===== config.mk =====
export PLATFORM = sky130hd
export DESIGN_NAME = rco_rx_checksum_engine
export DESIGN_NICKNAME = d
export VERILOG_FILES = /design/src/rtl/rco_pkg.sv /design/src/rtl/rco_csum_acc.sv /design/src/rtl/rco_len_adj.sv /design/src/rtl/rco_rx_checksum_engine.sv
export VERILOG_INCLUDE_DIRS = /design/src /design/src/rtl
export SDC_FILE = /design/constraint.sdc
export NUM_CORES = 1
export LEC_CHECK = 0
export BUFFER_PORTS_ARGS = -buffer_cell sky130_fd_sc_hd__buf_2
export CAP_MARGIN = 40
export CORE_ASPECT_RATIO = 0.5
export CORE_UTILIZATION = 40
export CTS_CLUSTER_DIAMETER = 100
export CTS_CLUSTER_SIZE = 20
export DETAILED_ROUTE_END_ITERATION = 10
export HOLD_SLACK_MARGIN = 0.03
export PLACE_DENSITY = 0.55
export SLEW_MARGIN = 25
export SYNTH_ARGS = -nofsm -noshare
export SYNTH_HDL_FRONTEND = slang
export SYNTH_HIERARCHICAL = 1
export SYNTH_SLANG_ARGS = --single-unit

===== constraint.sdc =====
create_clock -name pclk -period 5.1 [get_ports pclk]
set_input_delay 0 -clock pclk [delete_from_list [all_inputs] [get_ports pclk]]
set_output_delay 0 -clock pclk [all_outputs]
set_load 0.02 [all_outputs]

===== src/rtl/rco_cfg.svh =====
`ifndef RCO_CFG_SVH
`define RCO_CFG_SVH

// Register byte offsets
`define RCO_CTRL_OFF 12'h000
`define RCO_VLAN_OFF 12'h004
`define RCO_CSUM_OFF 12'h008
`define RCO_COUNT_OFF 12'h00c
`define RCO_STATE_OFF 12'h010

// Control fields and reset values
`define RCO_CTRL_EN_BIT 0
`define RCO_CTRL_MODE_BIT 1
`define RCO_CTRL_RST 2'h0
`define RCO_VLAN_RST 16'h8100

// Header layout, in bytes
`define RCO_MAC_HDR_LAST 4'hd
`define RCO_ADDR_LAST 4'hb
`define RCO_TAG_CTRL_LEN 4'h2
`define RCO_SNAP_LEN 4'h8
`define RCO_LEN_MAX 16'h05dc
`define RCO_VLAN_MAX 2
`define RCO_CSUM_BYTES 2

`endif


===== src/rtl/rco_pkg.sv =====
package rco_pkg;

    typedef enum logic [6:0] {
        RCO_ST_IDLE = 7'h01,
        RCO_ST_PASS = 7'h02,
        RCO_ST_HDR = 7'h04,
        RCO_ST_TYPE = 7'h08,
        RCO_ST_SKIP = 7'h10,
        RCO_ST_SUM = 7'h20,
        RCO_ST_APP = 7'h40
    } rco_state_t;

endpackage : rco_pkg


===== src/rtl/rco_csum_acc.sv =====
`timescale 1ns/1ps
module rco_csum_acc #(
    parameter bit FIRST_HIGH = 1'b0
) (
    input wire logic pclk,
    input wire logic presetn,
    input wire logic clr,
    input wire logic add,
    input wire logic [7:0] data,
    output logic [15:0] sum,
    output logic odd
);
    logic [15:0] acc_reg;
    logic [7:0] pend_reg;
    logic odd_reg;

    function automatic logic [15:0] fold(input logic [15:0] a, input logic [15:0] b);
        logic [16:0] raw;
        raw = {1'b0, a} + {1'b0, b};
        fold = raw[15:0] + {15'h0000, raw[16]};
    endfunction : fold

    wire [15:0] word = FIRST_HIGH ? {pend_reg, data} : {data, pend_reg};
    wire [15:0] acc_next = fold(acc_reg, word);

    always_ff @(posedge pclk or negedge presetn) begin
        if (!presetn) begin
            acc_reg <= 16'h0000;
            pend_reg <= 8'h00;
            odd_reg <= 1'b0;
        end else if (clr) begin
            acc_reg <= 16'h0000;
            pend_reg <= 8'h00;
            odd_reg <= 1'b0;
        end else if (add) begin
            acc_reg <= odd_reg ? acc_next : acc_reg;
            pend_reg <= odd_reg ? pend_reg : data;
            odd_reg <= ~odd_reg;
        end
    end

    // Lone last byte sits low under a zero upper byte
    assign sum = odd_reg ? fold(acc_reg, {8'h00, pend_reg}) : acc_reg;
    assign odd = odd_reg;
endmodule : rco_csum_acc


===== src/rtl/rco_len_adj.sv =====
`timescale 1ns/1ps
`include "rco_cfg.svh"
module rco_len_adj #(
    parameter int LEN_W = 14
) (
    input wire logic pclk,
    input wire logic presetn,
    input wire logic in_valid,
    input wire logic [LEN_W-1:0] in_len,
    input wire logic add_csum,
    output logic out_valid,
    output logic [LEN_W-1:0] out_len
);
    localparam logic [LEN_W-1:0] CSUM_LEN = LEN_W'(`RCO_CSUM_BYTES);

    if (LEN_W < 4 || LEN_W > 16) begin : g_bad_len_w
        $error("rco_len_adj: LEN_W must be 4..16");
    end

    always_ff @(posedge pclk or negedge presetn) begin
        if (!presetn) begin
            out_valid <= 1'b0;
            out_len <= '0;
        end else begin
            out_valid <= in_valid;
            if (in_valid) begin
                out_len <= add_csum ? in_len + CSUM_LEN : in_len;
            end
        end
    end
endmodule : rco_len_adj


===== src/rtl/rco_rx_checksum_engine.sv =====
// Chosen here: the APB register port and the register addresses.
`timescale 1ns/1ps
`include "rco_cfg.svh"
//Behaviour
// Disabled: forward bytes unchanged, no checksum
// Two modes chosen by one select bit
// Mode 0 sums after 14 bytes, before FCS
// Mode 1 skips VLAN, SNAP; sums from L3
// VLAN recognised by programmable type, default 8100h
// At most two tags; third acts as type
// Sum on the fly, appended after last byte
// Status length grows by two when appended
// Sum 16-bit words, odd tail zero padded
// Even count: second byte high, carries folded
// Odd count: first byte high, tail low
// Software quiesces reception before control changes
// Software keeps pad stripping off while enabled
// Sum and parse state cleared each frame
module rco_rx_checksum_engine #(
    parameter int VLAN_MAX = `RCO_VLAN_MAX,
    parameter int LEN_W = 14
) (
    input wire logic pclk,
    input wire logic presetn,
    input wire logic psel,
    input wire logic penable,
    input wire logic pwrite,
    input wire logic [11:0] paddr,
    input wire logic [31:0] pwdata,
    output logic [31:0] prdata,
    output logic pready,
    output logic pslverr,
    input wire logic in_valid,
    input wire logic [7:0] in_data,
    input wire logic in_last,
    input wire logic in_fcs,
    output logic in_ready,
    output logic out_valid,
    output logic [7:0] out_data,
    output logic out_last,
    input wire logic sts_in_valid,
    input wire logic [LEN_W-1:0] sts_in_len,
    output logic sts_valid,
    output logic [LEN_W-1:0] sts_len
);
    import rco_pkg::*;

    if (VLAN_MAX < 1 || VLAN_MAX > 3) begin : g_bad_vlan_max
        $error("rco_rx_checksum_engine: VLAN_MAX must be 1..3");
    end

    if (LEN_W < 4 || LEN_W > 16) begin : g_bad_len_w
        $error("rco_rx_checksum_engine: LEN_W must be 4..16");
    end

    // Register file
    logic rx_csum_enable_reg;
    logic rx_csum_mode_select_reg;
    logic [15:0] vlan_tag_type_value_reg;
    logic [15:0] last_csum_reg;
    logic [15:0] frame_count_reg;
    logic [31:0] prdata_reg;
    logic pslverr_reg;

    // Stream state
    rco_state_t state_reg;
    rco_state_t state_next;
    logic [3:0] cnt_reg;
    logic [3:0] cnt_next;
    logic [1:0] vlan_cnt_reg;
    logic [1:0] vlan_cnt_next;
    logic [7:0] type_hi_reg;
    logic skip_to_type_reg;
    logic skip_to_type_next;
    logic frame_en_reg;
    logic frame_mode_reg;
    logic app_hi_reg;
    logic appended_reg;
    logic out_valid_reg;
    logic [7:0] out_data_reg;
    logic out_last_reg;
    logic [15:0] sum_even;
    logic [15:0] sum_odd;
    logic odd_count;

    // APB decode
    wire setup = psel & ~penable;
    wire wr_access = psel & penable & pwrite;
    wire sel_ctrl = paddr == `RCO_CTRL_OFF;
    wire sel_vlan = paddr == `RCO_VLAN_OFF;
    wire sel_csum = paddr == `RCO_CSUM_OFF;
    wire sel_count = paddr == `RCO_COUNT_OFF;
    wire sel_state = paddr == `RCO_STATE_OFF;
    wire addr_hit = sel_ctrl | sel_vlan | sel_csum | sel_count | sel_state;
    wire [31:0] ctrl_word = {30'h00000000, rx_csum_mode_select_reg, rx_csum_enable_reg};
    wire [31:0] rd_word = sel_ctrl ? ctrl_word :
                          sel_vlan ? {16'h0000, vlan_tag_type_value_reg} :
                          sel_csum ? {16'h0000, last_csum_reg} :
                          sel_count ? {16'h0000, frame_count_reg} :
                          sel_state ? {25'h0000000, state_reg} :
                          32'h00000000;

    // Zero wait states: read data is latched in the setup cycle
    assign pready = 1'b1;
    assign prdata = prdata_reg;
    assign pslverr = pslverr_reg & psel & penable;

    // Software must quiesce reception before changing these
    always_ff @(posedge pclk or negedge presetn) begin
        if (!presetn) begin
            rx_csum_enable_reg <= 1'(`RCO_CTRL_RST >> `RCO_CTRL_EN_BIT);
            rx_csum_mode_select_reg <= 1'(`RCO_CTRL_RST >> `RCO_CTRL_MODE_BIT);
        end else if (wr_access & sel_ctrl) begin
            rx_csum_enable_reg <= pwdata[`RCO_CTRL_EN_BIT];
            rx_csum_mode_select_reg <= pwdata[`RCO_CTRL_MODE_BIT];
        end
    end

    always_ff @(posedge pclk or negedge presetn) begin
        if (!presetn) begin
            vlan_tag_type_value_reg <= `RCO_VLAN_RST;
        end else if (wr_access & sel_vlan) begin
            vlan_tag_type_value_reg <= pwdata[15:0];
        end
    end

    always_ff @(posedge pclk or negedge presetn) begin
        if (!presetn) begin
            prdata_reg <= 32'h00000000;
            pslverr_reg <= 1'b0;
        end else if (setup) begin
            prdata_reg <= pwrite ? 32'h00000000 : rd_word;
            pslverr_reg <= ~addr_hit;
        end
    end

    // Stream handshake
    wire in_state_app = state_reg == RCO_ST_APP;
    assign in_ready = ~in_state_app;
    wire take = in_valid & in_ready;
    // First byte restarts all per-frame state
    wire sof = take & (state_reg == RCO_ST_IDLE);

    // Controls take effect at frame start only
    wire cur_en = sof ? rx_csum_enable_reg : frame_en_reg;
    wire cur_mode = sof ? rx_csum_mode_select_reg : frame_mode_reg;
    wire go_app = take & in_last & cur_en;
    wire app_done = in_state_app & app_hi_reg;

    wire [15:0] type_word = {type_hi_reg, in_data};
    wire is_vlan = type_word == vlan_tag_type_value_reg;
    // Past the tag limit a matching value acts as the type
    wire vlan_room = 32'(vlan_cnt_reg) < VLAN_MAX;
    // Small type values are lengths: LLC and SNAP follow
    wire is_length = type_word <= `RCO_LEN_MAX;
    wire add_byte = take & (state_reg == RCO_ST_SUM) & ~in_fcs;
    wire [15:0] csum = odd_count ? sum_odd : sum_even;

    // Header parser
    always_comb begin
        state_next = state_reg;
        cnt_next = cnt_reg;
        vlan_cnt_next = vlan_cnt_reg;
        skip_to_type_next = skip_to_type_reg;
        if (take) begin
            case (state_reg)
                RCO_ST_IDLE: begin
                    cnt_next = 4'h1;
                    vlan_cnt_next = 2'h0;
                    skip_to_type_next = 1'b0;
                    state_next = cur_en ? RCO_ST_HDR : RCO_ST_PASS;
                end
                RCO_ST_HDR: begin
                    cnt_next = cnt_reg + 4'h1;
                    if (!cur_mode && cnt_reg == `RCO_MAC_HDR_LAST) begin
                        state_next = RCO_ST_SUM;
                    end else if (cur_mode && cnt_reg == `RCO_ADDR_LAST) begin
                        state_next = RCO_ST_TYPE;
                        cnt_next = 4'h0;
                    end
                end
                RCO_ST_TYPE: begin
                    cnt_next = 4'h1;
                    if (cnt_reg != 4'h0) begin
                        if (is_vlan && vlan_room) begin
                            vlan_cnt_next = vlan_cnt_reg + 2'h1;
                            cnt_next = `RCO_TAG_CTRL_LEN;
                            skip_to_type_next = 1'b1;
                            state_next = RCO_ST_SKIP;
                        end else if (is_length && !is_vlan) begin
                            cnt_next = `RCO_SNAP_LEN;
                            skip_to_type_next = 1'b0;
                            state_next = RCO_ST_SKIP;
                        end else begin
                            state_next = RCO_ST_SUM;
                        end
                    end
                end
                RCO_ST_SKIP: begin
                    cnt_next = cnt_reg - 4'h1;
                    if (cnt_reg == 4'h1) begin
                        cnt_next = 4'h0;
                        state_next = skip_to_type_reg ? RCO_ST_TYPE : RCO_ST_SUM;
                    end
                end
                RCO_ST_PASS: begin
                    state_next = RCO_ST_PASS;
                end
                RCO_ST_SUM: begin
                    state_next = RCO_ST_SUM;
                end
                default: begin
                    state_next = RCO_ST_IDLE;
                end
            endcase
            // A frame may end inside the header
            if (in_last) begin
                state_next = go_app ? RCO_ST_APP : RCO_ST_IDLE;
            end
        end else if (app_done) begin
            state_next = RCO_ST_IDLE;
        end
    end

    always_ff @(posedge pclk or negedge presetn) begin
        if (!presetn) begin
            state_reg <= RCO_ST_IDLE;
            cnt_reg <= 4'h0;
            vlan_cnt_reg <= 2'h0;
            skip_to_type_reg <= 1'b0;
        end else begin
            state_reg <= state_next;
            cnt_reg <= cnt_next;
            vlan_cnt_reg <= vlan_cnt_next;
            skip_to_type_reg <= skip_to_type_next;
        end
    end

    always_ff @(posedge pclk or negedge presetn) begin
        if (!presetn) begin
            type_hi_reg <= 8'h00;
        end else if (take & (state_reg == RCO_ST_TYPE) & (cnt_reg == 4'h0)) begin
            type_hi_reg <= in_data;
        end
    end

    always_ff @(posedge pclk or negedge presetn) begin
        if (!presetn) begin
            frame_en_reg <= 1'b0;
            frame_mode_reg <= 1'b0;
        end else if (sof) begin
            frame_en_reg <= rx_csum_enable_reg;
            frame_mode_reg <= rx_csum_mode_select_reg;
        end
    end

    // Two accumulators run in parallel since parity is known only at the end
    rco_csum_acc #(
        .FIRST_HIGH(1'b0)
    ) u_acc_even (
        .pclk(pclk),
        .presetn(presetn),
        .clr(sof),
        .add(add_byte),
        .data(in_data),
        .sum(sum_even),
        .odd(odd_count)
    );

    rco_csum_acc #(
        .FIRST_HIGH(1'b1)
    ) u_acc_odd (
        .pclk(pclk),
        .presetn(presetn),
        .clr(sof),
        .add(add_byte),
        .data(in_data),
        .sum(sum_odd),
        .odd()
    );

    // Checksum goes out low byte first
    always_ff @(posedge pclk or negedge presetn) begin
        if (!presetn) begin
            app_hi_reg <= 1'b0;
        end else begin
            app_hi_reg <= in_state_app & ~app_hi_reg;
        end
    end

    always_ff @(posedge pclk or negedge presetn) begin
        if (!presetn) begin
            out_valid_reg <= 1'b0;
            out_data_reg <= 8'h00;
            out_last_reg <= 1'b0;
        end else begin
            out_valid_reg <= take | in_state_app;
            out_last_reg <= (take & in_last & ~cur_en) | app_done;
            if (in_state_app) begin
                out_data_reg <= app_hi_reg ? csum[15:8] : csum[7:0];
            end else if (take) begin
                out_data_reg <= in_data;
            end
        end
    end

    assign out_valid = out_valid_reg;
    assign out_data = out_data_reg;
    assign out_last = out_last_reg;

    // Counts only frames that carried a checksum
    always_ff @(posedge pclk or negedge presetn) begin
        if (!presetn) begin
            last_csum_reg <= 16'h0000;
            frame_count_reg <= 16'h0000;
        end else if (app_done) begin
            last_csum_reg <= csum;
            frame_count_reg <= frame_count_reg + 16'h0001;
        end
    end

    // Holds until the next frame starts, covering late status words
    always_ff @(posedge pclk or negedge presetn) begin
        if (!presetn) begin
            appended_reg <= 1'b0;
        end else if (sof) begin
            appended_reg <= rx_csum_enable_reg;
        end
    end

    rco_len_adj #(
        .LEN_W(LEN_W)
    ) u_len_adj (
        .pclk(pclk),
        .presetn(presetn),
        .in_valid(sts_in_valid),
        .in_len(sts_in_len),
        .add_csum(appended_reg),
        .out_valid(sts_valid),
        .out_len(sts_len)
    );

    // Limitation: pad stripping upstream corrupts the sum; not detected here
endmodule : rco_rx_checksum_engine


Word level (Yosys, flattened, before mapping)
Cells that the tools add are included.
Word-level totals
  register bits after elaboration: 184
  output and inout bits: 60
  logic and storage cells: 176
Cells by class
  add/sub/neg operators: 11
  order comparisons: 2
  eq/ne operators: 23
  mux-type cells: 57
  bitwise logic cells: 32
  reductions and logical operators: 24
Operator list (count)
  16-bit two-way mux: 13
  8-bit two-way mux: 9
  7-bit two-way mux: 9
  16-bit by 1-bit adder with 16-bit output: 3
  7-bit one-hot mux with 6 select lines: 1
  16-bit by 16-bit adder with 17-bit output: 2
  12-bit by 4-bit equality test with 1-bit output (second input constant): 2
  4-bit two-way mux: 6
  1-bit AND: 18
  6-bit two-way mux: 3
  16-bit by 8-bit adder with 17-bit output: 1
  16-bit by 1-bit adder with 16-bit output (second input constant): 1
  16-bit equality test: 1
  16-bit by 11-bit <= comparator with 1-bit output (second input constant): 1
  4-bit one-hot mux with 4 select lines: 1
  14-bit by 2-bit adder with 14-bit output (second input constant): 1
  14-bit two-way mux: 1
  12-bit by 3-bit equality test with 1-bit output (second input constant): 1
  12-bit by 5-bit equality test with 1-bit output (second input constant): 1
  12-bit zero test: 1
  4-bit AND reduction: 3
  2-bit nonzero test: 6
  2-bit AND reduction: 5
  1-bit two-way mux: 9
  27 further kinds: 50

Depth between registers and ports, before layout
Gate-level depths: netlist of run 1.
  depth in word-level cells: 11
  mapped depth: 18
  depth with buffers taken out: 18

Modules after synthesis
Netlist of run 1, hierarchy kept.
By module, submodules not included
  rco_rx_checksum_engine: times used 1, cells an instance 588, area an instance 5746.8 µm², sequential area each 2581.2 µm²
  rco_csum_acc (u_acc_odd): times used 1, cells an instance 369, area an instance 2944.1 µm², sequential area each 625.6 µm²
  rco_csum_acc (u_acc_even): times used 1, cells an instance 323, area an instance 2682.6 µm², sequential area each 625.6 µm²
  rco_len_adj: times used 1, cells an instance 79, area an instance 769.5 µm², sequential area each 375.4 µm²

Worst setup path before layout of run 1
OpenSTA, ideal clock, no wires.
  path kind: flip-flop to flip-flop
  start: register u_acc_odd.acc_reg[0]
  end: register u_acc_odd.acc_reg[15]
  setup time: 0.069 ns
  data arrival time: 4.053 ns
  required time: 5.031 ns
  path slack: 0.978 ns
  cell stages (with the launch flop): 18
  path buffers: 0
  clock period less this slack: 4.122 ns
  cells stage by stage: dfrtp_1 > ha_1 > inv_1 > fa_1 > nand2b_1 > a2111oi_0 > a221oi_1 > a21oi_1 > a21o_1 > a21o_1 > ha_1 > nor2b_1 > nand2_1 > nor4_1 > nand4_1 > or4_4 > or4b_1 > nand3_1
Between the ends
  longest elaborated chain between the ends: 5
RTL lines
  start: declaration: RTL line rco_csum_acc.sv:13  | logic [15:0] acc_reg;
  start signal: assignment: RTL line rco_csum_acc.sv:36  | acc_reg <= odd_reg ? acc_next : acc_reg;
  16-bit by 16-bit adder with 17-bit output: RTL line rco_csum_acc.sv:19  | raw = {1'b0, a} + {1'b0, b};
  16-bit by 1-bit adder with 16-bit output: RTL line rco_csum_acc.sv:20  | fold = raw[15:0] + {15'h0000, raw[16]};
  16-bit two-way mux: RTL line rco_csum_acc.sv:36
  16-bit two-way mux: RTL line rco_csum_acc.sv:35  | end else if (add) begin
  16-bit two-way mux: RTL line rco_csum_acc.sv:31  | end else if (clr) begin
Every way passes these cells. The select of a mux whose other input is x is not followed.
A chain may end at the register's enable or synchronous reset.

Worst setup path after layout of run 1
Same ends and word-level chain as after synthesis.

==> results of run 1 <==
synthesized netlist by cell type, types with 6 or more instances:
| cell type | n | area [um^2] |
|---|---|---|
| sky130_fd_sc_hd__ha_1 | 53 | 663 |
| sky130_fd_sc_hd__o211ai_1 | 10 | 75.1 |
| sky130_fd_sc_hd__o31ai_1 | 7 | 52.6 |
| sky130_fd_sc_hd__o21a_1 | 12 | 90.1 |
| sky130_fd_sc_hd__or3_1 | 8 | 50.1 |
| sky130_fd_sc_hd__a31oi_1 | 12 | 75.1 |
| sky130_fd_sc_hd__o41ai_1 | 10 | 87.6 |
| sky130_fd_sc_hd__nand3_1 | 37 | 185 |
| sky130_fd_sc_hd__a211oi_1 | 7 | 52.6 |
| sky130_fd_sc_hd__nor2_1 | 82 | 308 |
| sky130_fd_sc_hd__nor2b_1 | 10 | 62.6 |
| sky130_fd_sc_hd__buf_4 | 18 | 135 |
| sky130_fd_sc_hd__nand2b_1 | 19 | 119 |
| sky130_fd_sc_hd__nor4_1 | 15 | 93.8 |
| sky130_fd_sc_hd__dfrtp_1 | 165 | 4130 |
| sky130_fd_sc_hd__xnor2_1 | 69 | 604 |
| sky130_fd_sc_hd__clkbuf_1 | 45 | 169 |
| sky130_fd_sc_hd__mux2_2 | 34 | 383 |
| sky130_fd_sc_hd__or4_1 | 6 | 45.0 |
| sky130_fd_sc_hd__and2_1 | 12 | 75.1 |
| sky130_fd_sc_hd__inv_1 | 28 | 105 |
| sky130_fd_sc_hd__a21oi_1 | 102 | 510 |
| sky130_fd_sc_hd__nor3_1 | 42 | 210 |
| sky130_fd_sc_hd__buf_1 | 6 | 22.5 |
| sky130_fd_sc_hd__o21ai_0 | 56 | 280 |
| sky130_fd_sc_hd__mux2i_1 | 39 | 390 |
| sky130_fd_sc_hd__nand4_1 | 28 | 175 |
| sky130_fd_sc_hd__nor3b_1 | 10 | 75.1 |
| sky130_fd_sc_hd__a22o_1 | 33 | 289 |
| sky130_fd_sc_hd__nand2_1 | 165 | 619 |
| sky130_fd_sc_hd__a21o_1 | 14 | 105 |
| sky130_fd_sc_hd__xor2_1 | 45 | 394 |
| sky130_fd_sc_hd__and3_1 | 16 | 100 |
worst max-delay path, cell delays in order (launching register included):
cell and delay [ns]:
sky130_fd_sc_hd__dfrtp_1 0.42, sky130_fd_sc_hd__ha_1 0.19, sky130_fd_sc_hd__inv_1 0.05, sky130_fd_sc_hd__fa_1 0.41
sky130_fd_sc_hd__nand2b_1 0.23, sky130_fd_sc_hd__a2111oi_0 0.40, sky130_fd_sc_hd__a221oi_1 0.14, sky130_fd_sc_hd__a21oi_1 0.23
sky130_fd_sc_hd__a21o_1 0.14, sky130_fd_sc_hd__a21o_1 0.15, sky130_fd_sc_hd__ha_1 0.15, sky130_fd_sc_hd__nor2b_1 0.20
sky130_fd_sc_hd__nand2_1 0.16, sky130_fd_sc_hd__nor4_4 0.34, sky130_fd_sc_hd__nand4_1 0.23, sky130_fd_sc_hd__or4_4 0.49
sky130_fd_sc_hd__or4b_1 0.52, sky130_fd_sc_hd__nand3_1 0.08
path summary, 6_finish.rpt:
check,from,to,cells after the start
max,u_acc_odd/acc_reg[0],u_acc_odd/acc_reg[15],17
max reg2reg,u_acc_odd/acc_reg[0],u_acc_odd/acc_reg[15],17
min reg2reg,vlan_cnt_reg[0],vlan_cnt_reg[0],1
min in group asynchronous,presetn,vlan_tag_type_value_reg[7],2
max in group asynchronous,presetn,u_acc_odd/pend_reg[7],3
min,in_data[2],u_acc_even/pend_reg[2],4
routing by layer:
layer	wire, um	track usage [%]	vias up
li1	-	-	5209
met1	17800	33.2	5315
met2	16500	36.8	311
met3	1830	4.73	50
met4	676	6.91	0
met5	0	0	-
power by group through the flow:
stage               registers [mW]  logic, mW  clock network [mW]
detailed placement            1.41      0.368                   0
finish                        1.39      0.402                1.31
global placement              1.41      0.363                   0
CTS                           1.39      0.398                1.34
floorplan                     1.43      0.199                   0
global route                  1.39      0.439                1.40
cells by family (layout without fill, tap and decap cells):
group / count (synthesis) / in the layout / share of synthesized area (%)
and+or+nand+nor: 494 / 494 / 21.0
AOI/OAI and AO/OA: 342 / 342 / 19.3
DFF: 168 / 168 / 34.7
xor gates and xnor gates: 114 / 114 / 8.22
buffers and inverters: 109 / 235 / 4.30
muxes: 74 / 74 / 6.46
adders and majority gates: 56 / 56 / 5.96
other: 2 / 17 / 0.0618
per-stage QoR:
stage	hold WS (ns)	utilization [%]	power [mW]	area [um^2]	setup WS, ns
CTS	0.0357	47.7	3.12	14000	0.328
detailed placement	0.0551	44.2	1.78	13000	0.355
finish	0.0589	47.9	3.10	14100	0.494
floorplan	-0.296	-	1.63	12200	0.978
global placement	0.0486	44.1	1.78	13000	0.416
global route	0.0433	47.9	3.23	14100	0.0438
cell type report:
| type | instances | area, um^2 | share of cell area (%) |
|---|---|---|---|
| clock buffer | 22 | 484 | 3.44 |
| sequential | 168 | 4210 | 29.9 |
| tap | 391 | 489 | 3.48 |
| clock inverter | 10 | 109 | 0.774 |
| multi-input combinational | 1097 | 7490 | 53.3 |
| inverter | 30 | 118 | 0.836 |
| timing repair buffer | 173 | 1170 | 8.31 |
timing repair:
action | CTS | global route
setup endpoints to repair | 0 | 2
gates resized for setup | 0 | 2
hold endpoints to repair | 114 | 1
hold buffers | 45 | 1
==> impl_summary.log, run 1 <==
[metrics] result of the run: completed
[metrics] RePlAce Congestion: 0.881
[metrics] element type at the critical path end: flop
[metrics] Die Footprint: 31100 um^2
[metrics] First-pass DRT Iterations: 5
[metrics] Antenna Nets Post-Route: 0
[metrics] fraction of registers with async set or reset after synthesis: 100%
[metrics] Worst Clk Skew: 0.0110 ns
[metrics] clock latency on the worst-skew pair: 0.45 ns
[metrics] antenna violations before repair: 0
[metrics] clock share of power: 42.3%
[metrics] clock-pin slew of the registers on the worst-case setup and hold paths: 0.07 ns
[metrics] register bit count reported by yosys: 168
[metrics] via density per instance: 5.76
[metrics] port bufs: 101
[metrics] critical path class: reg -> reg
[metrics] Max Fclk: 217 MHz
[metrics] share of the yosys chip area belonging to registers: 34.7%
[metrics] top library cells by usage in the layout, fill and taps aside: 165 x sky130_fd_sc_hd__nand2_1, 165 x sky130_fd_sc_hd__dfrtp_1, 102 x sky130_fd_sc_hd__a21oi_1, 102 x sky130_fd_sc_hd__buf_2, 82 x sky130_fd_sc_hd__nor2_1
[metrics] number of buffers created by CTS: 17
[metrics] number of cell rows: 44
[metrics] Max H-tree Level: 4
[metrics] largest vdd supply drop: 0.215 mV
[metrics] Placeable Area: 29400 um^2
[metrics] first-pass GRT wire length: 57.7 mm
[metrics] Final TNS setup: 0 ns
[metrics] Clk Tree Root Cell: sky130_fd_sc_hd__clkbuf_16
[metrics] initial core utilization: 41.3%
[metrics] combinational group share of total power: 13.0%
[metrics] switching pwr: 859 uW
[metrics] Initial DRC Count: 903
[metrics] total number of yosys warnings: 6
[metrics] Max transition margin: 45.2%
[metrics] summed instance area of the synthesized netlist: 12100 um^2
[metrics] static leakage power: 6.40 nW
[metrics] number of fill cells in the layout: 2780
[metrics] die height: 125 um
[metrics] TritonCTS clock tree: done
[metrics] buffer levels on the longest clock path: 2
[metrics] WL/cell: 19.5 um
[metrics] arrival time of data at the critical path endpoint: 4.99 ns
[metrics] Gate Count Post-Synth: 1359
[metrics] Post-Route WL: 36.8 mm
[metrics] all-layer global routing usage: 23.6%
[metrics] Top Ports: 135
[metrics] CTS Sinks: 168
[metrics] nature of the critical path startpoint: flop
[metrics] final HPWL from detailed placement: 27.0 mm
[metrics] count of maximum capacitance violations: 0
[metrics] slack of the worst reg-to-reg path: 0.49 ns
[metrics] power per cell area: 220 nW/um^2
[metrics] Die X-Extent: 248 um
[metrics] post-layout min period: 4.61 ns
[metrics] share of total power in sequential cells: 44.8%
[metrics] slew of the pin with the lowest slew margin: 0.820 ns
[metrics] fraction of layout instances using a drive strength above 1: 15.5%
[metrics] Final Cycle Share: 90.3%
[metrics] via count of the first global-routing pass: 10300
[metrics] synthesis-to-layout area growth: 15.9%
[metrics] overall overflow remaining after global route: 0
[metrics] post-CTS setup repair buffer count: 0
[metrics] number of failing hold endpoints at the final stage: 0
[metrics] worst min path class: in -> reg
[metrics] number of antenna diodes: 0
[metrics] internal power of the cells: 2.24 mW
[metrics] number of distinct library cells after synthesis: 107
[metrics] flip-flop cell with the highest count after synthesis: sky130_fd_sc_hd__dfrtp_1
[metrics] data required time of the critical path: 5.48 ns
[metrics] Switching Share: 27.7%
[metrics] total instance count after detailed placement: 1811
[metrics] drt drc: 0
[metrics] total via count after detailed routing: 10900
[metrics] RSZ-0062 raised after global routing: no
[metrics] Post-synth EDFFs: 0
[metrics] final setup violating endpoints: 0
[metrics] net total in the final layout: 1618
[metrics] count of non-filler cells in the finished layout: 1891
[metrics] max-slew violation count: 0
[metrics] mean instance size in the synthesized netlist: 8.94 um^2
[metrics] pin count of the biggest net entering global routing: 72
[metrics] maximum net fanout on the critical path: 4
No activity file was read; power rests on OpenSTA's default activity.
==> run 2, diff against run 1 <==
- ABC_AREA: not set -> 1
==> run 2 against run 1 <==
  * Count of clock-buffer cells in the layout shrank 4
  * Sequential cell count is the same
  * Clock power grew 4%
  * Critical endpoint is now last_csum_reg[14]
  * Worst setup slack gained 0.41 ns
  * Register-to-register slack gained 0.41 ns
==> impl_summary.log, run 2 <==
[metrics] maximum single-stage delay on the critical path: 0.47 ns (-0.05 ns)
[metrics] buffer levels on the longest clock path: 2 (unchanged)
[metrics] max-slew violation count: 0 (unchanged)
[metrics] via density per instance: 5.00 (-13%)
[metrics] CTS Sinks: 168 (unchanged)
[metrics] nature of the critical path startpoint: flop
[metrics] most repeated cell in the gate-level netlist after synthesis: sky130_fd_sc_hd__nand2_1
[metrics] port bufs: 101 (unchanged)
[metrics] clock latency on the worst-skew pair: 0.47 ns (+0.02 ns)
[metrics] Initial DRC Count: 1188 (+32%)
[metrics] die height: 132 um (+5.5%)
[metrics] internal power of the cells: 2.31 mW (+3.0%)
[metrics] slew of the pin with the lowest slew margin: 0.823 ns (+0.00256 ns)
[metrics] drt drc: 0 (unchanged)
[metrics] buffers and inverters on the worst path: 1 (unchanged)
[metrics] static leakage power: 8.27 nW (+29%)
[metrics] net total in the final layout: 2336 (+44%)
[metrics] all-layer global routing usage: 24.5% (+0.92 points)
[metrics] number of cell rows: 47 (+6.8%)
[metrics] number of distinct library cells after synthesis: 58 (-46%)
[metrics] First-pass DRT Iterations: 7 (+2)
[metrics] top library cells by usage in the layout, fill and taps aside: 680 x sky130_fd_sc_hd__nand2_1, 296 x sky130_fd_sc_hd__inv_1, 168 x sky130_fd_sc_hd__nand3_1
[metrics] Max Fclk: 239 MHz (+9.9%)
[metrics] TritonCTS clock tree: done
[metrics] switching pwr: 1.25 mW (+45%)
[metrics] Switching Share: 35.1% (+7.4 points)
[metrics] Yosys top cell by area: sky130_fd_sc_hd__dfrtp_1
[metrics] combinational group share of total power: 21.2% (+8.2 points)
[metrics] number of fill cells in the layout: 3413 (+23%)
[metrics] result of the run: completed
[metrics] synthesis-to-layout area growth: 15.5%
[metrics] RSZ-0062 raised after global routing: no
[metrics] share of the yosys chip area belonging to registers: 31.1% (-3.6 points)
[metrics] Final TNS setup: 0 ns (unchanged)
[metrics] Worst Clk Skew: 0.0101 ns (-0.000913 ns)
[metrics] number of failing hold endpoints at the final stage: 0 (unchanged)
[metrics] clock share of power: 38.2% (-4.1 points)
[metrics] maximum net fanout on the critical path: 4 (unchanged)
[metrics] Die X-Extent: 262 um (+5.5%)
[metrics] number of antenna diodes: 0 (unchanged)
[metrics] Total Power Consumption: 3.56 mW (+15%)
[metrics] via count of the first global-routing pass: 12000 (+16%)
[metrics] largest vdd supply drop: 0.264 mV (+23%)
[metrics] fraction of registers with async set or reset after synthesis: 100% (unchanged)
[metrics] worst min path class: in -> reg
[metrics] Most Frequent Cell on Critical Path: sky130_fd_sc_hd__nand2_1
[metrics] fraction of synthesized cell area taken by the top area cell type: 30.5% (-3.5 points)
[metrics] Final Cycle Share: 82.2% (-8.1 points)
[metrics] initial core utilization: 40.8% (-0.50 points)
[metrics] number of buffers created by CTS: 17 (unchanged)
[metrics] Top Ports: 135 (unchanged)
[metrics] critical path's top delay family: simple AND/OR/NAND/NOR gates
[metrics] overall overflow remaining after global route: 0 (unchanged)
[metrics] number of gates given a new drive strength after cts: 0 (unchanged)
[metrics] flip-flop cell with the highest count after synthesis: sky130_fd_sc_hd__dfrtp_1
[metrics] most common cell after layout, fill and taps aside: sky130_fd_sc_hd__nand2_1
[metrics] Antenna Nets Post-Route: 0 (unchanged)
[metrics] share of total power in sequential cells: 40.6% (-4.2 points)
[metrics] mean instance size in the synthesized netlist: 6.59 um^2 (-26%)
[metrics] power per cell area: 228 nW/um^2 (+3.2%)
[metrics] DP Worst Slack: 1.00 ns (+0.649 ns)
[metrics] critical path class: reg -> reg
[metrics] pin count of the biggest net entering global routing: 77 (+6.9%)
[metrics] Max transition margin: 44.9% (-0.24 points)
[metrics] Post-Route WL: 41.5 mm (+13%)
[metrics] Die Footprint: 34600 um^2 (+11%)
[metrics] register bit count reported by yosys: 168 (unchanged)
[metrics] Clk Tree Root Cell: sky130_fd_sc_hd__clkbuf_16
[metrics] cell type of the slowest stage on the worst timing path: sky130_fd_sc_hd__nor4_1
[metrics] total number of yosys warnings: 6 (unchanged)
[metrics] crit path setup slack, layout: 0.908 ns (+0.414 ns)
[metrics] final HPWL from detailed placement: 32.5 mm (+20%)
[metrics] chain of cells forming the critical path: ha_1 > fa_1 > nand2_1 > nand2_1 > nand4_1 > nand2_1 > nand3_1 > nor4_1 > ha_1 > ha_1 > inv_1 > nor2_2 > nand3_1 > nor2_2 > nand3_2 > nor2_4 > nand3_2 > nor2_1 > nand2_1 > nand3_1 > nand2_1 > mux2_2 > nand2_1 > o21ai_0
[metrics] first-pass GRT wire length: 65.7 mm (+14%)
[metrics] Gate Count Post-Synth: 2053 (+51%)
[metrics] synth top area cells: sky130_fd_sc_hd__dfrtp_1 31%, sky130_fd_sc_hd__nand2_1 19%, sky130_fd_sc_hd__inv_1 8.2%, sky130_fd_sc_hd__nand3_1 6.2%, sky130_fd_sc_hd__ha_1 4.9%
[metrics] element type at the critical path end: flop
[metrics] RePlAce Congestion: 0.893 (+1.3%)
[metrics] final setup violating endpoints: 0 (unchanged)
[metrics] most numerous cell types in the synthesized netlist: 680 x sky130_fd_sc_hd__nand2_1, 296 x sky130_fd_sc_hd__inv_1, 168 x sky130_fd_sc_hd__nand3_1
[metrics] post-layout min period: 4.19 ns (-0.414 ns)
[metrics] Final Hold Slack: 0.0709 ns (+0.0120 ns)
[metrics] Post-synth EDFFs: 0 (unchanged)
[metrics] total via count after detailed routing: 13300 (+22%)
[metrics] fraction of layout instances using a drive strength above 1: 12.7% (-2.9 points)
[metrics] count of maximum capacitance violations: 0 (unchanged)
[metrics] data required time of the critical path: 5.43 ns (-0.05 ns)
[metrics] share of the core filled with cells in the final layout: 47.1% (-0.72 points)
[metrics] arrival time of data at the critical path endpoint: 4.52 ns (-0.47 ns)
[metrics] summed instance area of the synthesized netlist: 13500 um^2 (+11%)
[metrics] Max H-tree Level: 4 (unchanged)
[metrics] WL/cell: 15.6 um (-20%)
[metrics] post-CTS setup repair buffer count: 0 (unchanged)
[metrics] clock-pin slew of the registers on the worst-case setup and hold paths: 0.08 ns (about the same)
[metrics] Placeable Area: 33200 um^2 (+13%)
[metrics] antenna violations before repair: 0 (unchanged)
## run 2: repair_timing
action | 4_1_cts | 5_1_grt
hold buffers | 55 | 0
setup endpoints to repair | 0 | 0
endpoints found under the hold margin | 137 | 0
## run 2: metrics by stage
stage / instance area (um^2) / cells
after floorplan: 13600 / 2068
after detailed placement: 14500 / 2570
after CTS: 15600 / 2657
final: 15600 / 2659
after global placement: 14400 / 2566
after global routing: 15600 / 2659
## run 2: final cells by class
cell class                 instances  area (um^2)  share of cell area, %
clock inverter                    14          173                   1.10
clock buffer                      18          439                   2.81
sequential                       168         4210                   26.9
multi-input combinational       1529         7900                   50.5
timing repair buffer             169         1160                   7.41
tap                              441          552                   3.53
inverter                         320         1200                   7.68
## run 2: worst reg2reg max path: cells and delay by family (launching register included)
family          cells  cell delay, ns
compound gates      1            0.09
fa+ha+maj           4            0.94
buf+inv             1            0.05
flops               1            0.44
mux                 1            0.30
simple gates       17            2.24
## run 2: kinds of logic (layout without fill, tap and decap cells)
group                    after synthesis  after routing  synth area share [%]
AND/OR/NAND/NOR                     1146           1146                  38.5
buffers and inverters                371            521                  10.9
multiplexers                          17             17                  1.41
XOR/XNOR                              33             33                  2.25
AO/OA/AOI/OAI                        260            260                  10.4
adder cells (fa/ha/maj)               56             56                  5.34
flip-flops                           168            168                  31.1
other                                  2             17                0.0555
## run 2: power groups by stage
stage	registers [mW]	logic, mW	clock network (mW)
after global routing	1.45	0.843	1.45
after global placement	1.47	0.710	0
after detailed placement	1.47	0.716	0
after floorplan	1.47	0.484	0
after CTS	1.44	0.750	1.39
final	1.44	0.754	1.36
## run 2: routing by layer
layer / vias up / global-route usage, % / wire [um]
met1: 6129 / 36.1 / 20700
li1: 6828 / - / -
met2: 307 / 37.1 / 18000
met3: 33 / 4.52 / 2260
met5: - / 0 / 0
met4: 0 / 5.39 / 572
## run 2: final timing paths
kind                                  startpoint                    end  slack (ns)  cells past startpoint
max in group asynchronous                presetn  u_acc_odd/pend_reg[5]        3.79                      3
setup / recovery           u_acc_odd/pend_reg[0]      last_csum_reg[14]        0.91                     24
hold reg to reg             u_len_adj/out_len[0]   u_len_adj/out_len[0]        0.47                      2
setup reg to reg           u_acc_odd/pend_reg[0]      last_csum_reg[14]        0.91                     24
min in group asynchronous                presetn   u_len_adj/out_len[5]        0.13                      2
hold / removal                        in_data[1]         type_hi_reg[1]        0.07                      4
